<file path="src/rtl/scf_map.svh">
`ifndef SCF_MAP_SVH
`define SCF_MAP_SVH

// ==========================================================
// Configuration register
`define SCF_CFG_W 8
`define SCF_CFG_RST 8'h00
`define SCF_CNT_W 3

// ==========================================================
// Shared pin group: bit index of each function
`define SCF_PIN_OVR 0
`define SCF_PIN_SRC 1
`define SCF_PIN_SDI 2
`define SCF_PIN_SCK 3
`define SCF_PIN_SEL 4
`define SCF_PIN_W 5
`define SCF_OE_SERIAL 5'h01
`define SCF_OE_PARALLEL 5'h1F

// ==========================================================
// APB register offsets (byte addresses)
`define SCF_OFF_STATUS 8'h00
`define SCF_OFF_MASK 8'h04
`define SCF_OFF_CFG 8'h08
`define SCF_OFF_STATE 8'h0C

// ==========================================================
// Status and mask bit positions, reset values
`define SCF_EVT_W 3
`define SCF_EVT_OVERRUN 0
`define SCF_EVT_LOADED 1
`define SCF_EVT_FRAME 2
`define SCF_STATUS_RST 3'h0
`define SCF_MASK_RST 3'h0

`endif

</file>
<file path="src/rtl/scf_pkg.sv">
package scf_pkg;

  typedef enum logic [1:0]
  {
    SCF_RD_IDLE = 2'h0,
    SCF_RD_ACTIVE = 2'h1
  } scf_rd_type;

  // Outside-domain control levels after synchronisation
  typedef struct packed
  {
    logic port_sel_n;
    logic sclk;
    logic sdin;
    logic src_hw;
    logic edge_inv;
    logic ext_clk;
    logic ser_mode;
    logic sync_inv;
  } scf_pin_type;

  typedef struct packed
  {
    logic frame_start;
    logic cfg_loaded;
    logic overrun;
  } scf_evt_type;

endpackage

</file>
<file path="src/rtl/scf_sync.sv">
`timescale 1ns/10ps
`default_nettype none

module scf_sync
#(
  parameter int W = 8
)
(
  input wire logic clk, // Block clock
  input wire logic reset_n, // Synchronous reset, active low
  input wire logic [W-1:0] d, // Asynchronous levels
  output logic [W-1:0] q // Filtered levels
);

  logic [W-1:0] s1_r;
  logic [W-1:0] s2_r;
  logic [W-1:0] s3_r;
  logic [W-1:0] q_r;
  logic [W-1:0] q_nxt;

  // ==========================================================
  // A change counts once the second and third stages agree
  always_comb
  begin
    for (int i = 0; i < W; i++)
    begin
      q_nxt[i] = (s2_r[i] == s3_r[i]) ? s3_r[i] : q_r[i];
    end
  end

  always_ff @(posedge clk)
  begin
    if (!reset_n)
    begin
      s1_r <= '0;
      s2_r <= '0;
      s3_r <= '0;
      q_r <= '0;
    end
    else
    begin
      s1_r <= d;
      s2_r <= s1_r;
      s3_r <= s2_r;
      q_r <= q_nxt;
    end
  end

  assign q = q_r;

endmodule

`default_nettype wire

</file>
<file path="src/rtl/scf_top.sv">
// How it works
// - Frame sync brackets serial output when the device makes the read clock.
// - Invert input high at read start: frame sync low while data valid.
// - Invert input low at read start: frame sync high while data valid.
// - Parallel mode: error and config pins become output data bits 11 to 15.
// - Overrun flag works only in serial mode with external read clock.
// - Conversion ending during an unfinished read discards data, pulses flag.
// - Serial mode, source select low: settings from serial config register.
// - Source select high: settings from hardware config pins.
// - Config bits shift in MSB first into the config register.
// - Each config bit is captured on a config serial clock edge.
// - Edge invert input picks rising or falling config clock edge.
// - Config writes accepted only while port select asserted in software mode.
//
// Our own choices: the placing of the registers and the APB register port.
`include "scf_map.svh"
`timescale 1ns/10ps
`default_nettype none

module scf_top
  import scf_pkg::*;
(
  input wire logic clk, // 125 MHz block clock
  input wire logic reset_n, // Synchronous reset, active low
  input wire logic psel, // APB select
  input wire logic penable, // APB enable
  input wire logic pwrite, // APB direction
  input wire logic [7:0] paddr, // APB byte address
  input wire logic [31:0] pwdata, // APB write data
  output logic [31:0] prdata, // APB read data
  output logic pready, // APB ready
  output logic pslverr, // APB error, unmapped address
  output logic irq, // Level interrupt
  input wire logic sync_polarity_invert, // Frame sync polarity pin
  input wire logic serial_parallel_select, // High selects serial mode
  input wire logic external_clock_select, // High selects host read clock
  input wire logic config_edge_invert, // High selects falling config edge
  input wire logic [4:0] pin_in, // Shared pins, input side
  output logic [4:0] pin_out, // Shared pins, output side
  output logic [4:0] pin_oe, // Shared pins, drive enable
  input wire logic [7:0] hw_cfg, // Hardware configuration pins
  input wire logic read_start, // Engine: serial read begins
  input wire logic read_end, // Engine: serial read completes
  input wire logic conv_done, // Engine: conversion completes
  input wire logic [4:0] par_hi, // Engine: parallel data bits 15..11
  output logic frame_sync, // Frame sync pin
  output logic result_discard, // Pulse: current result lost
  output logic [7:0] cfg_active // Settings in force
);

  // ==========================================================
  // Pin synchronisers
  scf_pin_type pin_s;
  logic [7:0] hw_cfg_s;

  scf_sync #(.W(8)) u_pin_sync
  (
    .clk(clk),
    .reset_n(reset_n),
    .d({pin_in[`SCF_PIN_SEL], pin_in[`SCF_PIN_SCK], pin_in[`SCF_PIN_SDI],
        pin_in[`SCF_PIN_SRC], config_edge_invert, external_clock_select,
        serial_parallel_select, sync_polarity_invert}),
    .q(pin_s)
  );

  scf_sync #(.W(`SCF_CFG_W)) u_cfg_sync
  (
    .clk(clk),
    .reset_n(reset_n),
    .d(hw_cfg),
    .q(hw_cfg_s)
  );

  logic slave_mode;
  logic sw_mode;
  assign slave_mode = pin_s.ser_mode & pin_s.ext_clk;
  assign sw_mode = pin_s.ser_mode & ~pin_s.src_hw;

  // ==========================================================
  // Read sequence and frame sync
  scf_rd_type rd_r;
  scf_rd_type rd_nxt;
  logic inv_r;
  logic inv_nxt;
  logic frame_r;
  logic frame_nxt;
  logic ovr_nxt;
  logic discard_r;
  scf_evt_type evt;

  always_comb
  begin
    rd_nxt = rd_r;
    ovr_nxt = 1'b0;
    // Polarity is frozen for the whole read so the frame cannot flip mid-word
    inv_nxt = (rd_r == SCF_RD_IDLE) ? pin_s.sync_inv : inv_r;
    unique case (rd_r)
      SCF_RD_IDLE:
      begin
        if (read_start && pin_s.ser_mode)
        begin
          rd_nxt = SCF_RD_ACTIVE;
        end
      end
      SCF_RD_ACTIVE:
      begin
        if (read_end)
        begin
          rd_nxt = SCF_RD_IDLE;
        end
        else if (conv_done && slave_mode)
        begin
          rd_nxt = SCF_RD_IDLE;
          ovr_nxt = 1'b1;
        end
      end
      default:
      begin
        rd_nxt = SCF_RD_IDLE;
      end
    endcase
    if (rd_nxt == SCF_RD_ACTIVE && !pin_s.ext_clk)
    begin
      frame_nxt = ~inv_nxt;
    end
    else
    begin
      frame_nxt = inv_nxt;
    end
  end

  always_ff @(posedge clk)
  begin
    if (!reset_n)
    begin
      rd_r <= SCF_RD_IDLE;
      inv_r <= 1'b0;
      frame_r <= 1'b1;
      discard_r <= 1'b0;
    end
    else
    begin
      rd_r <= rd_nxt;
      inv_r <= inv_nxt;
      frame_r <= frame_nxt;
      discard_r <= ovr_nxt;
    end
  end

  // ==========================================================
  // Shared pins: serial error flag or parallel data bus
  logic [4:0] pout_r;
  logic [4:0] pout_nxt;
  logic [4:0] poe_r;
  logic [4:0] poe_nxt;

  always_comb
  begin
    if (pin_s.ser_mode)
    begin
      pout_nxt = {4'h0, ovr_nxt};
      poe_nxt = `SCF_OE_SERIAL;
    end
    else
    begin
      pout_nxt = par_hi;
      poe_nxt = `SCF_OE_PARALLEL;
    end
  end

  always_ff @(posedge clk)
  begin
    if (!reset_n)
    begin
      pout_r <= '0;
      poe_r <= '0;
    end
    else
    begin
      pout_r <= pout_nxt;
      poe_r <= poe_nxt;
    end
  end

  // ==========================================================
  // Serial configuration port
  logic sck_prev_r;
  logic sck_rise;
  logic sck_fall;
  logic sck_edge;
  logic port_en;
  logic [`SCF_CFG_W-1:0] shift_r;
  logic [`SCF_CFG_W-1:0] shift_nxt;
  logic [`SCF_CFG_W-1:0] cfg_sw_r;
  logic [`SCF_CFG_W-1:0] cfg_sw_nxt;
  logic [`SCF_CNT_W-1:0] cnt_r;
  logic [`SCF_CNT_W-1:0] cnt_nxt;
  logic loaded_nxt;
  logic [`SCF_CFG_W-1:0] cfg_act_r;
  logic [`SCF_CFG_W-1:0] cfg_act_nxt;

  assign sck_rise = pin_s.sclk & ~sck_prev_r;
  assign sck_fall = ~pin_s.sclk & sck_prev_r;
  assign sck_edge = pin_s.edge_inv ? sck_fall : sck_rise;
  assign port_en = sw_mode & ~pin_s.port_sel_n;

  always_comb
  begin
    shift_nxt = shift_r;
    cfg_sw_nxt = cfg_sw_r;
    cnt_nxt = cnt_r;
    loaded_nxt = 1'b0;
    if (!port_en)
    begin
      cnt_nxt = '0;
    end
    else if (sck_edge)
    begin
      shift_nxt = {shift_r[`SCF_CFG_W-2:0], pin_s.sdin};
      if (cnt_r == `SCF_CNT_W'(`SCF_CFG_W - 1))
      begin
        cfg_sw_nxt = shift_nxt;
        cnt_nxt = '0;
        loaded_nxt = 1'b1;
      end
      else
      begin
        cnt_nxt = cnt_r + `SCF_CNT_W'(1);
      end
    end
    cfg_act_nxt = sw_mode ? cfg_sw_r : hw_cfg_s;
  end

  always_ff @(posedge clk)
  begin
    if (!reset_n)
    begin
      sck_prev_r <= 1'b0;
      shift_r <= `SCF_CFG_RST;
      cfg_sw_r <= `SCF_CFG_RST;
      cnt_r <= '0;
      cfg_act_r <= `SCF_CFG_RST;
    end
    else
    begin
      sck_prev_r <= pin_s.sclk;
      shift_r <= shift_nxt;
      cfg_sw_r <= cfg_sw_nxt;
      cnt_r <= cnt_nxt;
      cfg_act_r <= cfg_act_nxt;
    end
  end

  // ==========================================================
  // APB slave, status, mask and interrupt
  logic pready_r;
  logic pready_nxt;
  logic pslverr_r;
  logic pslverr_nxt;
  logic [31:0] prdata_r;
  logic [31:0] prdata_nxt;
  logic [`SCF_EVT_W-1:0] stat_r;
  logic [`SCF_EVT_W-1:0] stat_nxt;
  logic [`SCF_EVT_W-1:0] mask_r;
  logic [`SCF_EVT_W-1:0] mask_nxt;
  logic irq_r;
  logic irq_nxt;
  logic acc;
  logic fire;

  assign evt.overrun = ovr_nxt;
  assign evt.cfg_loaded = loaded_nxt;
  assign evt.frame_start = (rd_r == SCF_RD_IDLE) && (rd_nxt == SCF_RD_ACTIVE);
  assign acc = psel & penable & ~pready_r;
  assign fire = psel & penable & pready_r;

  always_comb
  begin
    pready_nxt = acc;
    pslverr_nxt = 1'b0;
    prdata_nxt = prdata_r;
    mask_nxt = mask_r;
    stat_nxt = stat_r;
    if (acc)
    begin
      prdata_nxt = '0;
      unique case (paddr)
        `SCF_OFF_STATUS: prdata_nxt = {29'h0, stat_r};
        `SCF_OFF_MASK: prdata_nxt = {29'h0, mask_r};
        `SCF_OFF_CFG: prdata_nxt = {23'h0, sw_mode, cfg_act_r};
        `SCF_OFF_STATE: prdata_nxt = {28'h0, rd_r == SCF_RD_ACTIVE, pin_s.ext_clk,
                                      pin_s.ser_mode, frame_r};
        default: pslverr_nxt = 1'b1;
      endcase
    end
    if (fire && pwrite && paddr == `SCF_OFF_MASK)
    begin
      mask_nxt = pwdata[`SCF_EVT_W-1:0];
    end
    // Only bits that were returned are cleared, so a late event is not lost
    if (fire && !pwrite && paddr == `SCF_OFF_STATUS)
    begin
      stat_nxt = stat_r & ~prdata_r[`SCF_EVT_W-1:0];
    end
    stat_nxt = stat_nxt | evt;
    irq_nxt = |(stat_nxt & mask_nxt);
  end

  always_ff @(posedge clk)
  begin
    if (!reset_n)
    begin
      pready_r <= 1'b0;
      pslverr_r <= 1'b0;
      prdata_r <= '0;
      stat_r <= `SCF_STATUS_RST;
      mask_r <= `SCF_MASK_RST;
      irq_r <= 1'b0;
    end
    else
    begin
      pready_r <= pready_nxt;
      pslverr_r <= pslverr_nxt;
      prdata_r <= prdata_nxt;
      stat_r <= stat_nxt;
      mask_r <= mask_nxt;
      irq_r <= irq_nxt;
    end
  end

  assign prdata = prdata_r;
  assign pready = pready_r;
  assign pslverr = pslverr_r;
  assign irq = irq_r;
  assign pin_out = pout_r;
  assign pin_oe = poe_r;
  assign frame_sync = frame_r;
  assign result_discard = discard_r;
  assign cfg_active = cfg_act_r;

  // ==========================================================
  // Assertions
  internal_frame_a: assert property (@(posedge clk) disable iff (!reset_n)
    ($past(reset_n) && $past(pin_s.ext_clk)) |-> frame_r == $past(inv_nxt))
    else $error("frame sync active while host supplies the read clock");

  frame_low_a: assert property (@(posedge clk) disable iff (!reset_n)
    (rd_r == SCF_RD_ACTIVE && $past(reset_n) && $past(rd_r) == SCF_RD_ACTIVE
     && !$past(pin_s.ext_clk) && $past(inv_r)) |-> !frame_r)
    else $error("inverted frame sync not low during read");

  frame_high_a: assert property (@(posedge clk) disable iff (!reset_n)
    (rd_r == SCF_RD_ACTIVE && $past(reset_n) && $past(rd_r) == SCF_RD_ACTIVE
     && !$past(pin_s.ext_clk) && !$past(inv_r)) |-> frame_r)
    else $error("frame sync not high during read");

  // The release edge still registers reset values, so it cannot start an attempt
  parallel_bus_a: assert property (@(posedge clk) disable iff (!reset_n)
    (reset_n && !pin_s.ser_mode)
    |=> (pin_oe == `SCF_OE_PARALLEL) && (pin_out == $past(par_hi)))
    else $error("shared pins not carrying parallel data bits");

  overrun_slave_a: assert property (@(posedge clk) disable iff (!reset_n)
    !slave_mode |=> !result_discard)
    else $error("overrun flagged outside serial slave mode");

  overrun_pulse_a: assert property (@(posedge clk) disable iff (!reset_n)
    (rd_r == SCF_RD_ACTIVE && conv_done && !read_end && slave_mode)
    |=> result_discard && pin_out[`SCF_PIN_OVR] && rd_r == SCF_RD_IDLE
        ##1 !result_discard)
    else $error("overrun did not give one-cycle pulse");

  sw_config_a: assert property (@(posedge clk) disable iff (!reset_n)
    sw_mode |=> cfg_active == $past(cfg_sw_r))
    else $error("software settings not in force");

  hw_config_a: assert property (@(posedge clk) disable iff (!reset_n)
    !sw_mode |=> cfg_active == $past(hw_cfg_s))
    else $error("hardware settings not in force");

  msb_first_a: assert property (@(posedge clk) disable iff (!reset_n)
    (port_en && sck_edge && cnt_r == `SCF_CNT_W'(`SCF_CFG_W - 1))
    |=> cfg_sw_r == {$past(shift_r[`SCF_CFG_W-2:0]), $past(pin_s.sdin)})
    else $error("config word not loaded MSB first");

  edge_capture_a: assert property (@(posedge clk) disable iff (!reset_n)
    (port_en && sck_edge) |=> shift_r[0] == $past(pin_s.sdin))
    else $error("config bit not captured on active edge");

  edge_select_a: assert property (@(posedge clk) disable iff (!reset_n)
    (port_en && (pin_s.edge_inv ? sck_rise : sck_fall))
    |=> shift_r == $past(shift_r) && cnt_r == $past(cnt_r))
    else $error("config shifted on the inactive edge");

  port_gate_a: assert property (@(posedge clk) disable iff (!reset_n)
    !port_en |=> cnt_r == '0 && cfg_sw_r == $past(cfg_sw_r))
    else $error("config written while port disabled");

endmodule

`default_nettype wire

</file>
<file path="config.mk">
export PLATFORM = sky130hd
export DESIGN_NAME = scf_top
export DESIGN_NICKNAME = d
export VERILOG_FILES = /design/src/rtl/scf_pkg.sv /design/src/rtl/scf_sync.sv /design/src/rtl/scf_top.sv
export VERILOG_INCLUDE_DIRS = /design/src /design/src/rtl
export SDC_FILE = /design/constraint.sdc
export NUM_CORES = 1
export LEC_CHECK = 0
export BUFFER_PORTS_ARGS = -buffer_cell sky130_fd_sc_hd__buf_2
export CORE_MARGIN = 2
export CORE_UTILIZATION = 51
export CTS_BUF_LIST = sky130_fd_sc_hd__clkbuf_16
export CTS_CLUSTER_SIZE = 10
export DETAILED_ROUTE_END_ITERATION = 8
export GPL_ROUTABILITY_DRIVEN = 1
export GPL_TIMING_DRIVEN = 0
export PLACE_DENSITY = 0.86
export SLEW_MARGIN = 5
export SYNTH_ARGS = -nofsm -noshare
export SYNTH_HDL_FRONTEND = slang
export SYNTH_HIERARCHICAL = 1
export SYNTH_SLANG_ARGS = --single-unit
</file>
<file path="constraint.sdc">
create_clock -name clk -period 1.65 [get_ports clk]
set_input_delay 0.0825 -clock clk [delete_from_list [all_inputs] [get_ports clk]]
set_output_delay 0.0825 -clock clk [all_outputs]
set_load 0.005 [all_outputs]
</file>
; Yosys cells after proc, flatten, opt, wreduce, memory -nomap -nowiden
; Cells that the tools add are included.
[totals]
register_bits = 147
elab_cells = 122
[classes]
n_addsub = 1
eq_ne = 22
muxes = 21
n_bitwise = 19
reduce_logical = 19
[op_table]
columns = op, count
row1 = one-hot mux 9 bit (4 select lines), 1
row2 = equality test 1 bit, 16
row3 = "equality test 8 x 4 -> 1 bit, second input constant", 2
row4 = 2-to-1 mux 1 bit, 11
row5 = 2-to-1 mux 3 bit, 3
row6 = AND 1 bit, 8
row7 = "equality test 8 x 3 -> 1 bit, second input constant", 1
row8 = logical AND 1 bit, 8
row9 = zero test 8 bit, 1
row10 = 2-to-1 mux 8 bit, 1
row11 = inverter 1 bit, 7
row12 = AND 3 bit, 2
row13 = 2-to-1 mux 2 bit, 3
row14 = AND reduction 2 bit, 3
row15 = 2-to-1 mux 5 bit, 1
row16 = "equality test 2 x 1 -> 1 bit, second input constant", 2
row17 = one-hot mux 2 bit (2 select lines), 1
row18 = OR reduction 4 bit, 1
row19 = "adder 3 x 1 -> 3 bit, second input constant", 1
row20 = "equality test 3 bit, second input constant", 1
row21 = inverter 3 bit, 1
row22 = bitwise OR 3 bit, 1
row23 = AND reduction 3 bit, 1
row24 = OR reduction 3 bit, 1
row25 = 3 further kinds, 4

; Longest topological paths before layout
[depth]
depth_word = 10
ltp_mapped = 7
depth_no_buf = 5

; Hierarchy
; The synthesis kept the hierarchy.
[modules_own_cells]
columns = mod, instances, cells_per_inst, area_per_inst_um2, seq_area_each_um2
row1 = scf_top, 1, 244, 2364.8, 1141.1
row2 = scf_sync, 2, 83, 960.9, 640.6

; Worst setup path before layout
; No wires, ideal clock.
[synth_timing]
kind = flip-flop to flip-flop
start = register cnt_r[0]
end = register irq_r (netlist: irq)
arrival_ns = 1.343
t_required_ns = 1.530
slack_ns = 0.187
path_stages_with_launch = 7
path_buffers = 1
synth_period_minus_slack_ns = 1.463
path_cell_list = dfxtp_1 ha_1 ha_1 nand3_1 buf_2 a31oi_1 o31a_1
[synth_via]
elab_chain_cells = 7
[synth_rtl]
columns = element, line
row1 = "start, declared", scf_top.sv:196  ; logic [`SCF_CNT_W-1:0] cnt_r;
row2 = "start signal, assigned", scf_top.sv:249  ; cnt_r <= cnt_nxt;
row3 = equality test 3 bit, scf_top.sv:220  ; if (cnt_r == `SCF_CNT_W'(`SCF_CFG_W - 1))
row4 = 2-to-1 mux 1 bit, scf_top.sv:220
row5 = 2-to-1 mux 1 bit, scf_top.sv:217  ; else if (sck_edge)
row6 = 2-to-1 mux 1 bit, scf_top.sv:213  ; if (!port_en)
row7 = bitwise OR 3 bit, scf_top.sv:305  ; stat_nxt = stat_nxt | evt;
row8 = AND 3 bit, scf_top.sv:306  ; irq_nxt = |(stat_nxt & mask_nxt);
row9 = OR reduction 3 bit, scf_top.sv:306
row10 = "end signal, assigned", scf_top.sv:327  ; irq_r <= irq_nxt;
row11 = "end, declared", scf_top.sv:266  ; logic irq_r;
; Every way passes these cells.
; A chain may end at the register's enable or synchronous reset.

; Final worst setup path
[layout_timing]
start = input reset_n
end = register stat_r[0]
[layout_rtl]
columns = element, line
row1 = "start, declared", scf_top.sv:24  ; input wire logic reset_n,
row2 = "end signal, assigned", scf_top.sv:316  ; stat_r <= `SCF_STATUS_RST;
row3 = "end signal, assigned", scf_top.sv:325  ; stat_r <= stat_nxt;
row4 = "end, declared", scf_top.sv:262  ; logic [`SCF_EVT_W-1:0] stat_r;
; No word-level cell between the ends.

==> metrics.md <==
| Metric | Value |
|---|---|
| Share of synthesized flip-flops with an asynchronous set or reset | 0% |
| FILL cells | 594 |
| WL/cell | 13.34 um |
| Sequential area share after synthesis | 56.51% |
| Overall power | 7.383 mW |
| Pin count of the biggest net entering global routing | 17 |
| Worst-margin pin slew | 0.5504 ns |
| Layout Cells excl Fill | 665 |
| CP Cell Sequence | dlygate4sd3_1 > buf_2 > clkinv_1 > clkbuf_1 > a311oi_1 |
| Crit. End Element | flip-flop |
| Routed wire length | 8872 um |
| Share of layout cells above drive strength 1 | 28.04% |
| Syn Area/Cell | 10.46 um2 |
| Initial Util | 52.43% |
| Placed cell area | 4855 um2 |
| Antenna-violating nets left | 0 |
| GRT overflow | 0 |
| Lkg Pwr | 2.602 nW |
| Max H-tree Level | 4 |
| CP required | 1.95 ns |
| Die height | 95.68 um |
| Initial antenna violation count | 0 |
| Post-synth EDFFs | 0 |
| Fmax | 0.6353 GHz |
| CP arrival | 1.87 ns |
| P per Cell Area | 1277 nW/um2 |
| Clk_skew | 0.007966 ns |
| CTS Buf Count | 17 |
| Antenna Cells | 0 |
| Clock Sinks | 121 |
| Startpoint Class | input port |
| Worst IR Drop VDD | 0.8678 mV |
| Max-Slew Margin vs Limit | 63.31% |
| Layout area overhead | 34.82% |
| Vias in the first global route | 3,245 |
| Buffer levels on the longest clock path | 2 |
| Setup bufs post-CTS | 0 |
| Core ar. | 8175 um2 |
| Crit path buffers/inverters | 4 |
| Max reg flops | 9 |
| Worst-path clk slew | 0.06 ns |
| Final worst slack | 0.07582 ns |
| Peak per-stage delay on the critical path | 0.52 ns |
| Design area | 5779 um2 |
| Total negative slack | 0 ns |
| RePlAce Congestion | 0.8415 |
| Number of cell rows | 33 |
| Clock period minus worst slack | 1.574 ns |
| Final setup fails | 0 |
| Slew Viols, Final | 0 |
| Commonest non-fill, non-tap cell in the layout | dfxtp_1 |
| Die Wd | 95.68 um |
| Root Buffer | clkbuf_16 |
| Synthesis-stage register bit count | 121 |
| Status | complete, no violations |
| Post-layout util | 70.69% |
| Final period util | 95.41% |
| Placed Cells | 608 |
| Die ar. | 9155 um2 |
| Drt via density | 4.880 |
| I/O pin count | 125 |
| CTS tree | done |
| Residual DRC count | 0 |
| Primary FF master, synth | dfxtp_1 |
| Max-cap violation count | 0 |
| First-pass GRT wire length | 14,090 um |
| Nets@finish | 619 |
| Place WS | -0.004661 ns |
| Port Buf Inserts | 70 |
| Hold Crit Class | input port to flip-flop |
| Setup CP Type | input port to flip-flop |
| Slowest CP cell | dlygate4sd3_1 |
| Hpwl dp | 5769 um |
| Highest-count cells in the layout ignoring fill and taps | dfxtp_1 (120), buf_2 (72), and2_1 (55) |
| Post-Syn Area | 4287 um2 |
| Crit-path max FO | 16 |
| Vias | 3,245 |
| DRT Pass-1 Iters | 4 |
| Synth warnings | 6 |
| Syn Inst Count | 410 |
| Worst skew pair latency | 0.41 ns |
| Count of different cell masters after synthesis | 39 |
| Gr usage total | 20.44% |
| Final hold vios | 0 |
| Initial DRC Count | 169 |
| Hold Slack | 0.04220 ns |
| Family with the most delay on the worst path | buffers and inverters |
-- per-layer routing --
metal / share of wire [%] / track usage, % / up-vias
met1: 40 / 21.70 / 1503
met3: 6.4 / 5.771 / 17
met4: 1.8 / 9.762 / 0
met2: 52 / 37.00 / 124
met5: 0 / 0 / -
li1: - / - / 1601
-- layout make-up --
cell class	instances	area, um2	share of cell area, %
well taps	105	131.4	2.273
repair buffers	95	600.6	10.39
flip-flops and latches	121	2424	41.94
clock buffers	17	425.4	7.361
plain buffers	41	274.0	4.741
multi-input cells	269	1684	29.14
inverters	2	7.507	0.1299
clock inverters	15	232.7	4.027
-- timing repair --
| action | in CTS | in global routing |
|---|---|---|
| setup endpoints to repair | 2 | 12 |
| hold buffers | 25 | 0 |
| endpoints found under the hold margin | 25 | 0 |
| resized for setup | 2 | 3 |
-- synthesized netlist by cell type (3+ instances only) --
master	number	area (um2)
nand2b_1	5	31.28
nand2_1	38	142.6
nand3b_1	3	22.52
nor2_1	41	153.9
clkbuf_1	6	22.52
buf_2	3	15.01
clkbuf_2	4	20.02
o21ai_0	16	80.08
mux2i_1	22	220.2
a21boi_0	4	30.03
a21boi_2	12	135.1
buf_4	28	210.2
a22oi_1	8	60.06
a21oi_1	14	70.07
and2_1	55	344.1
nand3_1	3	15.01
dfxtp_1	121	2422
-- power by group --
part	internal, mW	switching [mW]	leakage [nW]
logic	0.177	0.130	1.30
registers	2.99	0.0266	0.987
clock network	2.81	1.25	0.321
-- tightest hold or removal path: cells and delay by family --
| kind | cells | cell delay (ns) |
|---|---|---|
| simple gates | 1 | 0.09 |
| buf+inv | 1 | 0.15 |
| compound gates | 1 | 0.07 |
-- final timing paths --
check | start | end | slack (ns) | cells past startpoint
setup / recovery | reset_n | stat_r[0]$_SDFF_PN0_ | 0.08 | 5
hold / removal | paddr[3] | prdata[3]$_SDFFE_PN0P_ | 0.04 | 3
setup reg to reg | rd_r[0]$_SDFF_PN0_ | irq$_SDFF_PN0_ | 0.09 | 5
hold reg to reg | u_cfg_sync/s1_r[6]$_SDFF_PN0_ | u_cfg_sync/s2_r[6]$_SDFF_PN0_ | 0.43 | 1
-- kinds of logic (layout without fill, tap and decap cells) --
group           after synthesis  in the layout  synth area share, %
simple gates                154            154                19.00
buf+inv                      43            170                6.421
other cells                   1             24              0.08748
fa+ha+maj                     2              2               0.5837
flops                       121            121                56.51
mux                          25             25                6.801
xor+xnor                      1              1               0.2044
compound gates               63             63                10.39
Note: power is estimated with default switching activity, not from simulation.
